<file path="src/logic/posm_pkg.sv">
/*
  Constants for the pin output source multiplexer: register offsets,
  field positions, reset values and source codes.
  Assumes a plain register port with byte-wide registers.
*/
`default_nettype none
package posm_pkg;
  localparam logic [7:0] POSM_PIN2_OFFSET = 8'h12;  // First pin control register
  localparam logic [7:0] POSM_PIN3_OFFSET = 8'h13;
  localparam logic [7:0] POSM_PIN4_OFFSET = 8'h14;
  localparam int         POSM_NUM_PINS    = 3;      // Pins 2, 3 and 4
  localparam int         POSM_SEL_MSB     = 7;      // Signal select field
  localparam int         POSM_SEL_LSB     = 5;
  localparam int         POSM_SRC_MSB     = 4;      // Source select field
  localparam int         POSM_SRC_LSB     = 2;
  localparam int         POSM_VAL_BIT     = 1;      // Local value bit
  localparam int         POSM_EN_BIT      = 0;      // Drive enable bit
  localparam logic [7:0] POSM_CTL_RESET   = 8'h00;  // All fields reset to zero
  localparam logic [2:0] POSM_SRC_STATUS  = 3'h4;   // Device status group
  localparam logic [2:0] POSM_SRC_RSVD    = 3'h5;
  localparam logic [2:0] POSM_SRC_TX0     = 3'h6;
  localparam logic [2:0] POSM_SRC_TX1     = 3'h7;
endpackage
`default_nettype wire

</file>
<file path="src/logic/posm_pin_select.sv">
/*
  Combinational selection of one pin's output value from its control
  byte and the shared receive, status and transmit signal groups.
  Assumes all inputs are already on the block clock.
*/
`timescale 1ns/1ps
`default_nettype none
module posm_pin_select
  import posm_pkg::*;
(
  input  wire logic [7:0]  ctl,           // Pin control byte
  input  wire logic [15:0] rx_remote,     // Remote pin values, 4 per port
  input  wire logic [3:0]  rx_lock,       // Per-port lock
  input  wire logic [3:0]  rx_pass,       // Per-port pass
  input  wire logic [3:0]  rx_frame,      // Per-port frame valid
  input  wire logic [3:0]  rx_line,       // Per-port line valid
  input  wire logic [3:0]  rx_enabled,    // Receive ports enabled
  input  wire logic        frame_sync_pulse, // Internal frame sync
  input  wire logic [1:0]  tx_pass_and,   // Per transmit port
  input  wire logic [1:0]  tx_pass_or,
  input  wire logic [1:0]  tx_frame,
  input  wire logic [1:0]  tx_line,
  input  wire logic [1:0]  tx_synced,
  input  wire logic [1:0]  tx_irq,
  output logic             value          // Selected pin value
);
  logic [2:0] src;                        // Source code
  logic [2:0] sel;                        // Signal code
  logic [1:0] port;                       // Receive port index
  logic       txp;                        // Transmit port index
  assign src  = ctl[POSM_SRC_MSB:POSM_SRC_LSB];
  assign sel  = ctl[POSM_SEL_MSB:POSM_SEL_LSB];
  assign port = src[1:0];
  assign txp  = src[0];

  // Two-level decode; reserved corners fall to zero
  always_comb begin
    value = 1'b0;                         // Reserved codes drive low
    if (!src[2]) begin                    // Receive port source
      case (sel)
        3'h0, 3'h1, 3'h2, 3'h3: value = rx_remote[{port, sel[1:0]}];
        3'h4:    value = rx_lock[port];
        3'h5:    value = rx_pass[port];
        3'h6:    value = rx_frame[port];
        3'h7:    value = rx_line[port];
        default: value = 1'b0;
      endcase
    end else if (src == POSM_SRC_STATUS) begin
      case (sel)
        3'h0:    value = ctl[POSM_VAL_BIT];
        // Disabled ports are ignored; none enabled gives OR 0, AND 0
        3'h1:    value = |(rx_lock & rx_enabled);
        3'h2:    value = (|rx_enabled) &&
                         ((rx_lock | ~rx_enabled) == 4'hF);
        3'h3:    value = (|rx_enabled) &&
                         ((rx_pass | ~rx_enabled) == 4'hF);
        3'h4:    value = frame_sync_pulse;
        default: value = 1'b0;
      endcase
    end else if (src == POSM_SRC_TX0 || src == POSM_SRC_TX1) begin
      case (sel)
        3'h0:    value = tx_pass_and[txp];
        3'h1:    value = tx_pass_or[txp];
        3'h2:    value = tx_frame[txp];
        3'h3:    value = tx_line[txp];
        3'h4:    value = tx_synced[txp];
        3'h5:    value = tx_irq[txp];
        default: value = 1'b0;
      endcase
    end else begin
      value = 1'b0;                       // Reserved source
    end
  end
endmodule // posm_pin_select
`default_nettype wire

</file>
<file path="src/logic/posm_top.sv">
/*
  Output source multiplexer for pins 2, 3 and 4: three control
  registers on a plain register port and registered pin drivers.
  Assumes all status inputs come from logic on the same clock;
  the pins themselves are resolved outside from out and oe.
*/
// The plain strobed port was left to the implementer.
`timescale 1ns/1ps
`default_nettype none
module posm_top
  import posm_pkg::*;
(
  input  wire logic        clock,            // 100 MHz block clock
  input  wire logic        rst,              // Async reset, active high
  input  wire logic [7:0]  addr,             // Register address
  input  wire logic [7:0]  wdata,            // Write data
  input  wire logic        wr,               // Write strobe
  input  wire logic        rd,               // Read strobe
  output logic      [7:0]  rdata,            // Read data, cycle after rd
  input  wire logic [15:0] rx_remote,        // Remote pin values
  input  wire logic [3:0]  rx_lock,
  input  wire logic [3:0]  rx_pass,
  input  wire logic [3:0]  rx_frame,
  input  wire logic [3:0]  rx_line,
  input  wire logic [3:0]  rx_enabled,
  input  wire logic        frame_sync_pulse,
  input  wire logic [1:0]  tx_pass_and,
  input  wire logic [1:0]  tx_pass_or,
  input  wire logic [1:0]  tx_frame,
  input  wire logic [1:0]  tx_line,
  input  wire logic [1:0]  tx_synced,
  input  wire logic [1:0]  tx_irq,
  output logic      [2:0]  pin_out,          // Pin values, bit 0 is pin 2
  output logic      [2:0]  pin_oe            // Pin drive enables
);
  logic [7:0] ctl_q [POSM_NUM_PINS];         // Control registers
  logic [7:0] ctl_d [POSM_NUM_PINS];
  logic [7:0] rdata_d;                       // Next read data
  logic [2:0] sel_val;                       // Per-pin selected value
  logic [2:0] out_d;                         // Next pin values
  logic [2:0] oe_d;                          // Next enables

  // Map an address to a pin index; 3 means unmapped
  function automatic logic [1:0] pin_index(input logic [7:0] a);
    case (a)
      POSM_PIN2_OFFSET: pin_index = 2'h0;
      POSM_PIN3_OFFSET: pin_index = 2'h1;
      POSM_PIN4_OFFSET: pin_index = 2'h2;
      default:          pin_index = 2'h3;
    endcase
  endfunction

  // Register writes and read data
  always_comb begin
    for (int i = 0; i < POSM_NUM_PINS; i++) begin
      ctl_d[i] = ctl_q[i];
    end
    if (wr && pin_index(addr) != 2'h3) begin
      ctl_d[pin_index(addr)] = wdata;
    end
    rdata_d = 8'h00;                         // Unmapped reads give zero
    if (rd && pin_index(addr) != 2'h3) begin
      rdata_d = ctl_q[pin_index(addr)];
    end
  end

  always_ff @(posedge clock or posedge rst) begin
    if (rst) begin
      for (int i = 0; i < POSM_NUM_PINS; i++) begin
        ctl_q[i] <= POSM_CTL_RESET;          // Driver off, value 0
      end
      rdata <= 8'h00;
    end else begin
      for (int i = 0; i < POSM_NUM_PINS; i++) begin
        ctl_q[i] <= ctl_d[i];
      end
      rdata <= rdata_d;
    end
  end

  // One selector per pin; sharing the module keeps decode identical
  for (genvar g = 0; g < POSM_NUM_PINS; g++) begin : g_pin
    posm_pin_select u_sel (
      .ctl              (ctl_q[g]),
      .rx_remote        (rx_remote),
      .rx_lock          (rx_lock),
      .rx_pass          (rx_pass),
      .rx_frame         (rx_frame),
      .rx_line          (rx_line),
      .rx_enabled       (rx_enabled),
      .frame_sync_pulse (frame_sync_pulse),
      .tx_pass_and      (tx_pass_and),
      .tx_pass_or       (tx_pass_or),
      .tx_frame         (tx_frame),
      .tx_line          (tx_line),
      .tx_synced        (tx_synced),
      .tx_irq           (tx_irq),
      .value            (sel_val[g])
    );
  end

  // Pin drivers; a disabled pin also shows value 0 to avoid glitches
  always_comb begin
    for (int i = 0; i < POSM_NUM_PINS; i++) begin
      oe_d[i]  = ctl_q[i][POSM_EN_BIT];
      out_d[i] = ctl_q[i][POSM_EN_BIT] & sel_val[i];
    end
  end

  // Registered outputs cost one cycle of latency
  always_ff @(posedge clock or posedge rst) begin
    if (rst) begin
      pin_out <= 3'h0;
      pin_oe  <= 3'h0;
    end else begin
      pin_out <= out_d;
      pin_oe  <= oe_d;
    end
  end

  // Enable follows bit 0 two cycles after its write
  a_enable_follows: assert property (@(posedge clock) disable iff (rst)
    (wr && addr == POSM_PIN2_OFFSET) |-> ##2 (pin_oe[0] == $past(wdata[0], 2)))
    else $error("pin 2 enable does not follow bit 0");
  // Local value on status select 0
  a_local_value: assert property (@(posedge clock) disable iff (rst)
    (ctl_q[0][4:2] == POSM_SRC_STATUS && ctl_q[0][7:5] == 3'h0 && ctl_q[0][0])
      |=> (pin_out[0] == $past(ctl_q[0][1])))
    else $error("pin 2 local value not driven");
  // Reserved source gives low
  a_reserved_low: assert property (@(posedge clock) disable iff (rst)
    (ctl_q[1][4:2] == POSM_SRC_RSVD) |=> !pin_out[1])
    else $error("pin 3 reserved source not low");
  // Disabled pin shows no drive
  a_disabled_off: assert property (@(posedge clock) disable iff (rst)
    !ctl_q[2][0] |=> (!pin_oe[2] && !pin_out[2]))
    else $error("pin 4 disabled but driven");
  // Receive lock selection
  a_rx_lock: assert property (@(posedge clock) disable iff (rst)
    (ctl_q[0][0] && ctl_q[0][4:2] == 3'h1 && ctl_q[0][7:5] == 3'h4)
      |=> (pin_out[0] == $past(rx_lock[1])))
    else $error("pin 2 lock selection wrong");
  // Remote pin value selection
  a_rx_remote: assert property (@(posedge clock) disable iff (rst)
    (ctl_q[0][0] && ctl_q[0][4:2] == 3'h2 && ctl_q[0][7:5] == 3'h3)
      |=> (pin_out[0] == $past(rx_remote[11])))
    else $error("pin 2 remote value wrong");
  // Frame sync selection
  a_frame_sync: assert property (@(posedge clock) disable iff (rst)
    (ctl_q[1][0] && ctl_q[1][4:2] == POSM_SRC_STATUS && ctl_q[1][7:5] == 3'h4)
      |=> (pin_out[1] == $past(frame_sync_pulse)))
    else $error("pin 3 frame sync wrong");
  // Transmit interrupt selection
  a_tx_irq: assert property (@(posedge clock) disable iff (rst)
    (ctl_q[2][0] && ctl_q[2][4:2] == POSM_SRC_TX1 && ctl_q[2][7:5] == 3'h5)
      |=> (pin_out[2] == $past(tx_irq[1])))
    else $error("pin 4 transmit interrupt wrong");
  // Read returns the stored byte
  a_read_back: assert property (@(posedge clock) disable iff (rst)
    (rd && addr == POSM_PIN3_OFFSET) |=> (rdata == $past(ctl_q[1])))
    else $error("pin 3 read back wrong");

  // Receive pass selection on pin 3
  a_rx_pass: assert property (@(posedge clock) disable iff (rst)
    (ctl_q[1][0] && ctl_q[1][4:2] == 3'h0 && ctl_q[1][7:5] == 3'h5)
      |=> (pin_out[1] == $past(rx_pass[0])))
    else $error("pin 3 pass selection wrong");

  // Receive frame valid selection on pin 2
  a_rx_frame: assert property (@(posedge clock) disable iff (rst)
    (ctl_q[0][0] && ctl_q[0][4:2] == 3'h3 && ctl_q[0][7:5] == 3'h6)
      |=> (pin_out[0] == $past(rx_frame[3])))
    else $error("pin 2 frame valid selection wrong");

  // Receive line valid selection on pin 4
  a_rx_line: assert property (@(posedge clock) disable iff (rst)
    (ctl_q[2][0] && ctl_q[2][4:2] == 3'h2 && ctl_q[2][7:5] == 3'h7)
      |=> (pin_out[2] == $past(rx_line[2])))
    else $error("pin 4 line valid selection wrong");

  // Remote pin 0 of port 1 on pin 3
  a_remote_first: assert property (@(posedge clock) disable iff (rst)
    (ctl_q[1][0] && ctl_q[1][4:2] == 3'h1 && ctl_q[1][7:5] == 3'h0)
      |=> (pin_out[1] == $past(rx_remote[4])))
    else $error("pin 3 remote value wrong");

  // Status OR of enabled locks on pin 2
  a_status_or_lock: assert property (@(posedge clock) disable iff (rst)
    (ctl_q[0][0] && ctl_q[0][4:2] == POSM_SRC_STATUS && ctl_q[0][7:5] == 3'h1)
      |=> (pin_out[0] == ($past(rx_lock & rx_enabled) != 4'h0)))
    else $error("pin 2 lock OR wrong");

  // Status AND of enabled locks on pin 4
  a_status_and_lock: assert property (@(posedge clock) disable iff (rst)
    (ctl_q[2][0] && ctl_q[2][4:2] == POSM_SRC_STATUS && ctl_q[2][7:5] == 3'h2)
      |=> (pin_out[2] == ($past(rx_enabled) != 4'h0 &&
           $past(rx_lock & rx_enabled) == $past(rx_enabled))))
    else $error("pin 4 lock AND wrong");

  // Status AND of enabled pass flags on pin 3
  a_status_and_pass: assert property (@(posedge clock) disable iff (rst)
    (ctl_q[1][0] && ctl_q[1][4:2] == POSM_SRC_STATUS && ctl_q[1][7:5] == 3'h3)
      |=> (pin_out[1] == ($past(rx_enabled) != 4'h0 &&
           $past(rx_pass & rx_enabled) == $past(rx_enabled))))
    else $error("pin 3 pass AND wrong");

  // Reserved status selects stay low on pin 2
  a_status_reserved: assert property (@(posedge clock) disable iff (rst)
    (ctl_q[0][4:2] == POSM_SRC_STATUS && ctl_q[0][7:5] >= 3'h5)
      |=> !pin_out[0])
    else $error("pin 2 reserved status select not low");

  // Frame sync on pin 2
  a_fsync_pin2: assert property (@(posedge clock) disable iff (rst)
    (ctl_q[0][0] && ctl_q[0][4:2] == POSM_SRC_STATUS && ctl_q[0][7:5] == 3'h4)
      |=> (pin_out[0] == $past(frame_sync_pulse)))
    else $error("pin 2 frame sync wrong");

  // Local value on pin 3
  a_local_pin3: assert property (@(posedge clock) disable iff (rst)
    (ctl_q[1][0] && ctl_q[1][4:2] == POSM_SRC_STATUS && ctl_q[1][7:5] == 3'h0)
      |=> (pin_out[1] == $past(ctl_q[1][1])))
    else $error("pin 3 local value not driven");

  // Local value on pin 4
  a_local_pin4: assert property (@(posedge clock) disable iff (rst)
    (ctl_q[2][0] && ctl_q[2][4:2] == POSM_SRC_STATUS && ctl_q[2][7:5] == 3'h0)
      |=> (pin_out[2] == $past(ctl_q[2][1])))
    else $error("pin 4 local value not driven");

  // Transmit port 0 pass AND on pin 3
  a_tx_pass_and: assert property (@(posedge clock) disable iff (rst)
    (ctl_q[1][0] && ctl_q[1][4:2] == POSM_SRC_TX0 && ctl_q[1][7:5] == 3'h0)
      |=> (pin_out[1] == $past(tx_pass_and[0])))
    else $error("pin 3 transmit pass AND wrong");

  // Transmit port 1 pass OR on pin 2
  a_tx_pass_or: assert property (@(posedge clock) disable iff (rst)
    (ctl_q[0][0] && ctl_q[0][4:2] == POSM_SRC_TX1 && ctl_q[0][7:5] == 3'h1)
      |=> (pin_out[0] == $past(tx_pass_or[1])))
    else $error("pin 2 transmit pass OR wrong");

  // Transmit port 0 frame active on pin 4
  a_tx_frame: assert property (@(posedge clock) disable iff (rst)
    (ctl_q[2][0] && ctl_q[2][4:2] == POSM_SRC_TX0 && ctl_q[2][7:5] == 3'h2)
      |=> (pin_out[2] == $past(tx_frame[0])))
    else $error("pin 4 transmit frame wrong");

  // Transmit port 1 line active on pin 3
  a_tx_line: assert property (@(posedge clock) disable iff (rst)
    (ctl_q[1][0] && ctl_q[1][4:2] == POSM_SRC_TX1 && ctl_q[1][7:5] == 3'h3)
      |=> (pin_out[1] == $past(tx_line[1])))
    else $error("pin 3 transmit line wrong");

  // Transmit port 0 synchronized on pin 2
  a_tx_synced: assert property (@(posedge clock) disable iff (rst)
    (ctl_q[0][0] && ctl_q[0][4:2] == POSM_SRC_TX0 && ctl_q[0][7:5] == 3'h4)
      |=> (pin_out[0] == $past(tx_synced[0])))
    else $error("pin 2 transmit synchronized wrong");

  // Reserved transmit selects stay low on pin 4
  a_tx_reserved: assert property (@(posedge clock) disable iff (rst)
    (ctl_q[2][4:3] == 2'h3 && ctl_q[2][7:6] == 2'h3)
      |=> !pin_out[2])
    else $error("pin 4 reserved transmit select not low");

  // Reserved source stays low on pin 4
  a_src_reserved: assert property (@(posedge clock) disable iff (rst)
    (ctl_q[2][4:2] == POSM_SRC_RSVD) |=> !pin_out[2])
    else $error("pin 4 reserved source not low");

  // A mapped write lands whole
  a_write_lands: assert property (@(posedge clock) disable iff (rst)
    (wr && addr == POSM_PIN4_OFFSET) |=> (ctl_q[2] == $past(wdata)))
    else $error("pin 4 write did not land");

  // An unmapped write leaves every register alone
  a_unmapped_write: assert property (@(posedge clock) disable iff (rst)
    (wr && pin_index(addr) == 2'h3)
      |=> ($stable(ctl_q[0]) && $stable(ctl_q[1]) && $stable(ctl_q[2])))
    else $error("unmapped write changed a register");

  // An unmapped read returns zero
  a_unmapped_read: assert property (@(posedge clock) disable iff (rst)
    (rd && pin_index(addr) == 2'h3) |=> (rdata == 8'h00))
    else $error("unmapped read not zero");

  // Read data stand one cycle only
  a_rdata_idle: assert property (@(posedge clock) disable iff (rst)
    !rd |=> (rdata == 8'h00))
    else $error("read data outside read cycle");

  // Each drive enable follows its bit 0 one cycle later
  a_oe_pin2: assert property (@(posedge clock) disable iff (rst)
    1'b1 |=> (pin_oe[0] == $past(ctl_q[0][0])))
    else $error("pin 2 enable does not follow register");

  a_oe_pin3: assert property (@(posedge clock) disable iff (rst)
    1'b1 |=> (pin_oe[1] == $past(ctl_q[1][0])))
    else $error("pin 3 enable does not follow register");

  a_oe_pin4: assert property (@(posedge clock) disable iff (rst)
    1'b1 |=> (pin_oe[2] == $past(ctl_q[2][0])))
    else $error("pin 4 enable does not follow register");

  // Disabled pin 2 shows low
  a_disabled_pin2: assert property (@(posedge clock) disable iff (rst)
    !ctl_q[0][0] |=> !pin_out[0])
    else $error("pin 2 disabled but high");
endmodule // posm_top
`default_nettype wire

</file>
<file path="config.mk">
export PLATFORM = sky130hd
export DESIGN_NAME = posm_top
export DESIGN_NICKNAME = d
export VERILOG_FILES = /design/src/logic/posm_pkg.sv /design/src/logic/posm_pin_select.sv /design/src/logic/posm_top.sv
export SDC_FILE = /design/constraint.sdc
export NUM_CORES = 1
export LEC_CHECK = 0
export BUFFER_PORTS_ARGS = -buffer_cell sky130_fd_sc_hd__buf_2
export CORE_AREA = 2 2 112 114
export DETAILED_ROUTE_END_ITERATION = 12
export DIE_AREA = 0 0 114 116
export GPL_ROUTABILITY_DRIVEN = 0
export PLACE_DENSITY = 0.56
export SYNTH_ARGS = -nofsm -noshare
export SYNTH_HDL_FRONTEND = slang
export SYNTH_SLANG_ARGS = --single-unit
</file>
<file path="constraint.sdc">
create_clock -name clock -period 2 [get_ports clock]
set_clock_uncertainty 0.2 [all_clocks]
set_input_delay 0.4 -clock clock [delete_from_list [all_inputs] [get_ports clock]]
set_output_delay 0.4 -clock clock [all_outputs]
set_load 0.02 [all_outputs]
</file>
---- Word level (Yosys, flattened, before mapping) ----
Index checks and enable logic that the tools add are counted.
word-level totals
  flip-flop bits (word level) ............. 38
  bits of input ports ..................... 69
  output and inout port bits .............. 14
  logic and storage cells ................. 173
operators by class
  order comparisons ....................... 12
  eq/ne operators ......................... 36
  multiplexer cells ....................... 94
  bitwise logic cells ..................... 9
  reductions and logical operators ........ 16
operator list
  cell                                                        number
  equality test 3 bit, second input constant                  21
  2-to-1 mux 1 bit                                            60
  2-to-1 mux 8 bit                                            4
  one-hot mux 1 bit (5 select lines)                          6
  binary-select mux 1 bit (select 2 bit)                      12
  bitwise mux 24 bit                                          1
  equality test 8 x 5 -> 1 bit, second input constant         3
  OR reduction 4 bit                                          5
  equality test 3 x 2 -> 1 bit, second input constant         6
  one-hot mux 1 bit (6 select lines)                          3
  binary-select mux 8 bit (select 2 bit)                      1
  demux 8 bit (select 2 bit)                                  1
  less-than comparator 4 x 5 -> 1 bit, second input constant  3
  binary-select mux 1 bit (select 4 bit)                      3
  equality test 3 x 1 -> 1 bit, second input constant         3
  zero test 3 bit                                             3
  less-than comparator 2 x 3 -> 1 bit, second input constant  3
  equality test 4 bit, second input constant                  2
  bitwise OR 4 bit                                            2
  >= comparator 3 bit, second input constant                  2
  less-than comparator 1 x 2 -> 1 bit, second input constant  3
  inverter 2 -> 3 bit                                         2
  one-hot mux 2 bit (3 select lines)                          1
  logical AND 1 bit                                           5
  7 further kinds                                             12

---- Logic depth before layout (Yosys ltp) ----
Gate-level depths: netlist of run 1.
  word-level depth ........................ 11
  gate-level depth with buffers ........... 8
  gate-level depth less buffers ........... 6

---- Cells and area by module ----
From an unflattened synthesis of run 1, not the netlist that was laid out.
second synthesis, totals
  cells, all modules ...................... 284
  area, all modules ....................... 3239.4 µm²
modules (own cells, without submodules)
  module           instances  cells an instance  area each (µm²)
  posm_pin_select  3          61                 559.3
  posm_top         1          101                1561.5

---- Worst setup path before layout of run 1 ----
No wires, ideal clock.
  path kind ............................... reg2reg
  from .................................... reg ctl_q[13] (netlist name)
  to ...................................... reg pin_out[1]
  arrival time ............................ 1.675 ns
  data required time ...................... 1.677 ns
  slack ................................... 0.001 ns
  stages on the path, launching flop included .. 6
  cells stage by stage .................... dfrtp_1 -> buf_6 -> mux4_2 -> mux4_2 -> nor3_2 -> nor3_1
on the way
  cells in the longest elaborated chain, start to end .. 6
  elaborated cells between the ends (all ways) .. 18
RTL lines
  element                                                                     RTL line               RTL
  start: declaration                                                          posm_top.sv:36         logic [7:0] ctl_q [POSM_NUM_PINS];
  start signal: indexed assignment                                            posm_top.sv:75         ctl_q[i] <= ctl_d[i];
  branches (longest 4 deep; another with one-hot mux 1 bit (5 select lines))  --
  2-to-1 mux 1 bit *                                                          posm_pin_select.sv:39  if (!src[2]) begin
  bitwise AND 1 bit *                                                         posm_top.sv:106        out_d[i] = ctl_q[i][POSM_EN_BIT] & sel_val[i];
  net out_d[1]                                                                posm_top.sv:40         logic [2:0] out_d;
  end signal: assignment                                                      posm_top.sv:116        pin_out <= out_d;
  end: declaration                                                            posm_top.sv:33         output logic [2:0] pin_out,
Mark *: on every way through the listed nets, which the timed path passes. The select of a mux whose other input is x is not followed.
A chain may end at the register's enable or synchronous reset.

---- Worst setup path in the final report of run 1 ----
Same ends and word-level chain as after synthesis.

==> flow_metrics.env, run 1 <==
export IMPL_crit_type="flip-flop to flip-flop"
export IMPL_die_area_sq_um=13220
export IMPL_cts_tree="done"
export IMPL_final_util_pct=32.82
export IMPL_timing_hold_ws_ns=0.03032
export IMPL_ys_flop_type="dfrtp_1"
export IMPL_placed_cells=495
export IMPL_ys_ff_latch=38
export IMPL_grt_pass1_wl_mm=14.76
export IMPL_final_cells=503
export IMPL_netlist_instances=252
export IMPL_grt_start_max_net_pins=39
export IMPL_cts_root_buf="clkbuf_16"
export IMPL_ant_nets=0
export IMPL_antennaDiodeCount=0
export IMPL_antenna_found_initial=0
export IMPL_layout_commonest_cell="buf_2"
export IMPL_failed_checks="negative setup slack"
export IMPL_report_final_slew_viol_count=0
export IMPL_maxCapViolCount=0
export IMPL_ys_top_cells_by_area="dfrtp_1 32%, mux4_2 21%, mux2_2 11%"
export IMPL_wire_per_inst_um=18.87
export IMPL_fp_dieW_um=114
export IMPL_startpoint_type="flip-flop"
export IMPL_clock_sinks=38
export IMPL_vdd_ir_drop_max_mv=0.2855
export IMPL_cp_slowest_cell="mux4_2"
export IMPL_fin_crit_sh_pct=102.2
export IMPL_yosysTopAreaCellShare_pct=32.27
export IMPL_synth_largest_area_cell="dfrtp_1"
export IMPL_hold_buffers=0
export IMPL_drive_gt1_share_pct=55.62
export IMPL_grt_pass1_vias=2759
export IMPL_layout_min_cycle_time_ns=2.044
export IMPL_path_cells="mux4_2 > mux4_2 > nor3_2 > nor3_2"
export IMPL_synth_edf_count=0
export IMPL_slowest_delay_ns=0.53
export IMPL_synth_fp_nets=321
export IMPL_gr_total_overflow=0
export IMPL_status="complete, but fails checks"
export IMPL_ys_seq_area_share_pct=32.27
export IMPL_cp_end_kind="flip-flop"
export IMPL_multi_input_area_sq_um=1889
export IMPL_crit_buf_inv=0
export IMPL_clk_latency_ns=0.28
export IMPL_tns_ns=-0.04432
export IMPL_placed_area_sq_um=3722
export IMPL_first_pass_iters=4
export IMPL_cts_buffer_depth=2
export IMPL_post_dp_hpwl_mm=7.656
export IMPL_fin_area_sq_um=3909
export IMPL_nNetsFinal=424
export IMPL_cts_setup_buffers=0
export IMPL_slew_headroom_pct=66.44
export IMPL_layout_common_cells="82 x buf_2, 32 x dfrtp_1, 31 x buf_4"
export IMPL_die_h_um=116
export IMPL_io_pins=83
export IMPL_core_sq_um=11910
export IMPL_track_usage_pct=14.40
export IMPL_clkTransAtPathRegs_ns=0.06
export IMPL_fmax_mhz=489.2
export IMPL_hold_viol_final=0
export IMPL_hold_class="primary input to asynchronous set/reset pin"
export IMPL_drc=0
export IMPL_vias=2592
export IMPL_synth_cell_type_count=39
export IMPL_num_rows=40
export IMPL_cp_max_fo=5
export IMPL_reg2reg_depth=4
export IMPL_crit_cells=4
export IMPL_seq_area_sq_um=958.4
export IMPL_critPathArrivalTime_ns=2.00
export IMPL_timing_final_ws_setup_ns=-0.04432
export IMPL_yosysWarningCount=0
export IMPL_wirelength_mm=9.491
export IMPL_viasPerCell=5.153
export IMPL_portBuffers=82
export IMPL_syn_area_sq_um=2947
export IMPL_rsz0062_at_grt="true"
export IMPL_area_growth_pct=32.65
export IMPL_leakage_nw=1.672
export IMPL_fill_cells=1237
export IMPL_critPathTopFamily="multiplexers"
export IMPL_power_per_cell_area_nw_per_um2=548.8
export IMPL_htreeDepth=2
export IMPL_initial_core_util_pct=24.74
export IMPL_setup_viol=1
export IMPL_cts_buffers_inserted=5
export IMPL_async_flop_share_pct=100.0
export IMPL_cp_required_ns=1.96
export IMPL_drtIter0Drc=159
export IMPL_syn_avg_cell_area_sq_um=11.69
export IMPL_worst_pin_slew_ns=0.5021
[layer usage]
metal	track usage [%]	part of all wire [%]
met5	0	0
met4	3.171	1.2
met3	3.452	6.2
met2	25.04	51
met1	18.26	42
[synthesized netlist by cell type, types with 4 or more instances]
library cell / count
nand2_1: 13
clkbuf_1: 5
buf_2: 10
dfrtp_1: 38
mux4_2: 28
nor2_1: 12
nand3_1: 6
nor3_1: 4
mux2_2: 28
mux2i_1: 22
a22oi_1: 5
a21oi_1: 6
inv_1: 6
nor2b_1: 12
o21ai_0: 6
a211oi_1: 15
[where the power goes]
group	internal (mW)	switching, mW	leakage (nW)
sequential	0.799	0.0462	0.516
combinational	0.275	0.235	1.08
clock	0.493	0.298	0.0729
total	1.57	0.579	1.67
[worst paths after layout]
kind / startpoint / endpoint / slack (ns)
worst max-delay path: ctl_q[13]$_DFFE_PP0P_ / pin_out[1]$_DFF_PP0_ / -0.04
worst max register to register: ctl_q[13]$_DFFE_PP0P_ / pin_out[1]$_DFF_PP0_ / -0.04
max in group asynchronous: rst / ctl_q[2]$_DFFE_PP0P_ / 1.21
min in group clock: wdata[1] / ctl_q[17]$_DFFE_PP0P_ / 0.18
worst min-delay path: rst / ctl_q[6]$_DFFE_PP0P_ / 0.03
worst min register to register: ctl_q[0]$_DFFE_PP0P_ / pin_oe[2]$_DFF_PP0_ / 0.30
[repair_timing]
| item | 4_1_cts | 5_1_grt |
|---|---|---|
| gates resized for setup | 9 | 8 |
| pin swaps | 2 | 3 |
| setup endpoints to repair | 3 | 3 |
[flip-flops by register name, indices dropped and copies added, names as in the netlist]
register  cells
ctl_q        24
rdata         8
pin_oe        3
pin_out       3
[cell type report]
type,instances,share of cell area [%]
clock buffer,6,3.553
clock inverter,2,0.3201
inverter,6,0.5762
multi-input combinational,188,48.34
sequential,38,24.52
tap,147,4.705
timing repair buffer,116,17.99
[cells by family (layout without fill, tap and decap cells)]
| group | count (synthesis) | in the layout | share of synthesized area, % |
|---|---|---|---|
| flops | 38 | 38 | 32.27 |
| mux | 80 | 80 | 41.36 |
| buf+inv | 26 | 130 | 4.119 |
| simple gates | 62 | 62 | 11.42 |
| compound gates | 46 | 46 | 10.83 |
[through the flow]
stage	power, mW	setup WS, ns
3_3_place_gp	1.343	-0.1933
5_1_grt	2.242	-0.1163
4_1_cts	2.158	-0.03232
2_1_floorplan	1.132	0.001420
3_5_place_dp	1.354	-0.2376
6_report	2.145	-0.04432
[tightest hold or removal path: stages]
cell and delay (ns):
buf_2 0.10, inv_1 0.04, buf_4 0.41
(Power assumes the default switching activity.)
==> run 2: changes to the inputs <==
Settings changed: ABC_AREA set to 1, CORE_AREA 2 2 112 114 to 2 2 120 122, DIE_AREA 0 0 114 116 to 0 0 122 124.
==> run 2 against run 1 <==
Against the previous run: the flow now finishes without violations; largest power group is now the clock network; worst setup slack improved by 0.21 ns; area after synthesis rose by 16%; cell count rose by 76%.
==> flow_metrics.env, run 2 <==
export IMPL_status="complete, no violations"
export IMPL_cp_startpoint="ctl_q[6]$_DFFE_PP0P_"
export IMPL_timing_final_ws_setup_ns=0.1656
export IMPL_hold_buffers=0
export IMPL_cts_root_buf="clkbuf_16"
export IMPL_hold_class="primary input to asynchronous set/reset pin"
export IMPL_path_cells="buf_4 > nor2_1 > nand2_1 > nor2_1 > nor2_1 > nand2_1 > nand2_1 > nand3_1 > nand2_1 > nor2_1"
export IMPL_final_cells=885
export IMPL_gr_total_overflow=0
export IMPL_synth_common_cells="222 x nand2_1, 116 x nor2_1, 71 x inv_1"
export IMPL_fin_crit_sh_pct=91.72
export IMPL_clkTransAtPathRegs_ns=0.06
export IMPL_synth_largest_area_cell="dfrtp_1"
export IMPL_ys_seq_area_share_pct=27.88
export IMPL_p_sw_share_pct=29.37
export IMPL_cp_slowest_cell="dfrtp_1"
export IMPL_grt_pass1_vias=3718
export IMPL_layout_min_cycle_time_ns=1.834
export IMPL_wirelength_mm=12.75
export IMPL_fmax_mhz=545.1
export IMPL_grt_start_max_net_pins=39
export IMPL_p_sw_uw=675.2
export IMPL_ant_nets=0
export IMPL_synth_edf_count=0
export IMPL_nNetsFinal=774
export IMPL_cp_end_kind="flip-flop"
export IMPL_post_dp_hpwl_mm=10.52
export IMPL_startpoint_type="flip-flop"
export IMPL_regToRegStartpoint="ctl_q[6]$_DFFE_PP0P_"
export IMPL_viasPerCell=4.588
export IMPL_vias=4060
export IMPL_core_sq_um=13720
export IMPL_report_final_slew_viol_count=0
export IMPL_htreeDepth=2
export IMPL_area_growth_pct=27.04
export IMPL_die_area_sq_um=15130
export IMPL_die_h_um=124
export IMPL_ys_ff_latch=38
export IMPL_cts_buffers_inserted=5
export IMPL_wire_per_inst_um=14.41
export IMPL_hold_viol_final=0
export IMPL_ys_flop_type="dfrtp_1"
export IMPL_first_pass_iters=5
export IMPL_drtIter0Drc=415
export IMPL_cts_buffer_depth=2
export IMPL_pre_cts_ws_ns=0.1138
export IMPL_track_usage_pct=17.07
export IMPL_leakage_nw=2.448
export IMPL_fp_dieW_um=122
export IMPL_antennaDiodeCount=0
export IMPL_setup_viol=0
export IMPL_largest_register="ctl_q"
export IMPL_p_comb_share_pct=24.4
export IMPL_io_pins=83
export IMPL_p_int_mw=1.624
export IMPL_total_power_mw=2.299
export IMPL_largest_register_ffs=24
export IMPL_drc=0
export IMPL_synth_cell_type_count=28
export IMPL_power_per_cell_area_nw_per_um2=530.6
export IMPL_yosysTopAreaCellShare_pct=27.88
export IMPL_drive_gt1_share_pct=19.29
export IMPL_rsz0062_at_grt="false"
export IMPL_layout_commonest_cell="nand2_1"
export IMPL_slew_headroom_pct=66.94
export IMPL_syn_avg_cell_area_sq_um=5.675
export IMPL_cts_tree="done"
export IMPL_async_flop_share_pct=100.0
export IMPL_portBuffers=82
export IMPL_tns_ns=0
export IMPL_synth_most_common_cell="nand2_1"
export IMPL_synth_fp_nets=670
export IMPL_seqPwrFrac_pct=36.4
export IMPL_cp_max_fo=4
export IMPL_crit_buf_inv=1
export IMPL_maxCapViolCount=0
export IMPL_ys_top_cells_by_area="dfrtp_1 28%, nand2_1 24%, nor2_1 13%"
export IMPL_largest_registers="ctl_q: 24 flops, rdata: 8 flops"
export IMPL_syn_area_sq_um=3411
export IMPL_netlist_instances=601
export IMPL_slowest_delay_ns=0.44
export IMPL_cp_required_ns=2.00
export IMPL_pwr_share_clk_pct=39.2
export IMPL_layout_common_cells="221 x nand2_1, 115 x nor2_1, 82 x buf_2"
export IMPL_initial_core_util_pct=24.86
export IMPL_crit_type="flip-flop to flip-flop"
export IMPL_yosysWarningCount=0
export IMPL_placed_cells=878
export IMPL_grt_pass1_wl_mm=19.93
export IMPL_worst_pin_slew_ns=0.4959
export IMPL_critPathTopFamily="simple AND/OR/NAND/NOR gates"
export IMPL_antenna_found_initial=0
export IMPL_clk_latency_ns=0.28
export IMPL_vdd_ir_drop_max_mv=0.2850
export IMPL_critPathArrivalTime_ns=1.84
export IMPL_num_rows=43
export IMPL_clock_sinks=38
[run 2: kinds of logic (layout without fill, tap and decap cells)]
logic type | after synthesis | after routing | synth area share, %
buffers and inverters | 93 | 197 | 12.03
AND/OR/NAND/NOR | 378 | 378 | 44.90
flip-flops | 38 | 38 | 27.88
AO/OA/AOI/OAI | 92 | 92 | 15.19
[run 2: layout make-up]
| class | instances | area (sq um) |
|---|---|---|
| sequential | 38 | 952.2 |
| inverter | 77 | 289.0 |
| tap | 180 | 225.2 |
| clock inverter | 1 | 30.03 |
| multi-input combinational | 470 | 2054 |
| fill | 1581 | 9387 |
| clock buffer | 6 | 138.9 |
| timing repair buffer | 113 | 643.1 |
[run 2: worst register-to-register path: stages, from the launching register on]
cell and delay [ns]:
dfrtp_1 0.44, buf_4 0.19, nor2_1 0.27, nand2_1 0.11, nor2_1 0.12, nor2_1 0.05, nand2_1 0.07, nand2_1 0.08
nand3_1 0.09, nand2_1 0.05, nor2_1 0.11
[run 2: metrics by stage]
step                hold slack, ns  cell area [sq um]  utilization (%)
detailed placement          0.2670               4158            30.31
CTS                        0.05324               4327            31.54
global route               0.09103               4333            31.58
finish                     0.03320               4333            31.58
floorplan                   0.1897               3411                -
global placement            0.2705               4158            30.31
[run 2: timing repair]
| item | 4_1_cts | 5_1_grt |
|---|---|---|
| buffers inserted | 0 | 0 |
| gates resized for setup | 0 | 3 |
| endpoints found under the setup margin | 0 | 1 |
[run 2: power by group through the flow]
stage | Combinational, mW | Clock (mW) | Sequential (mW)
3_3_place_gp | 0.557 | 0 | 0.849
6_report | 0.561 | 0.901 | 0.838
2_1_floorplan | 0.313 | 0 | 0.836
4_1_cts | 0.555 | 0.918 | 0.837
3_5_place_dp | 0.553 | 0 | 0.850
5_1_grt | 0.628 | 0.953 | 0.841
[run 2: worst paths after layout]
path                       cells after the start  slack (ns)                   end
max                                           10        0.17  pin_out[2]$_DFF_PP0_
min                                            3        0.03   pin_oe[1]$_DFF_PP0_
max reg2reg                                   10        0.17  pin_out[2]$_DFF_PP0_
min reg2reg                                    0        0.29   pin_oe[0]$_DFF_PP0_
max in group asynchronous                      3        1.20  ctl_q[5]$_DFFE_PP0P_
min in group clock                             3        0.21  ctl_q[9]$_DFFE_PP0P_
[run 2: metal layers]
layer	vias to the layer above	part of all wire (%)	track usage [%]
li1	2079	-	-
met1	1795	47	24.26
met2	171	45	27.34
met3	15	7.1	3.205
met4	0	1.2	2.802
met5	-	0	0
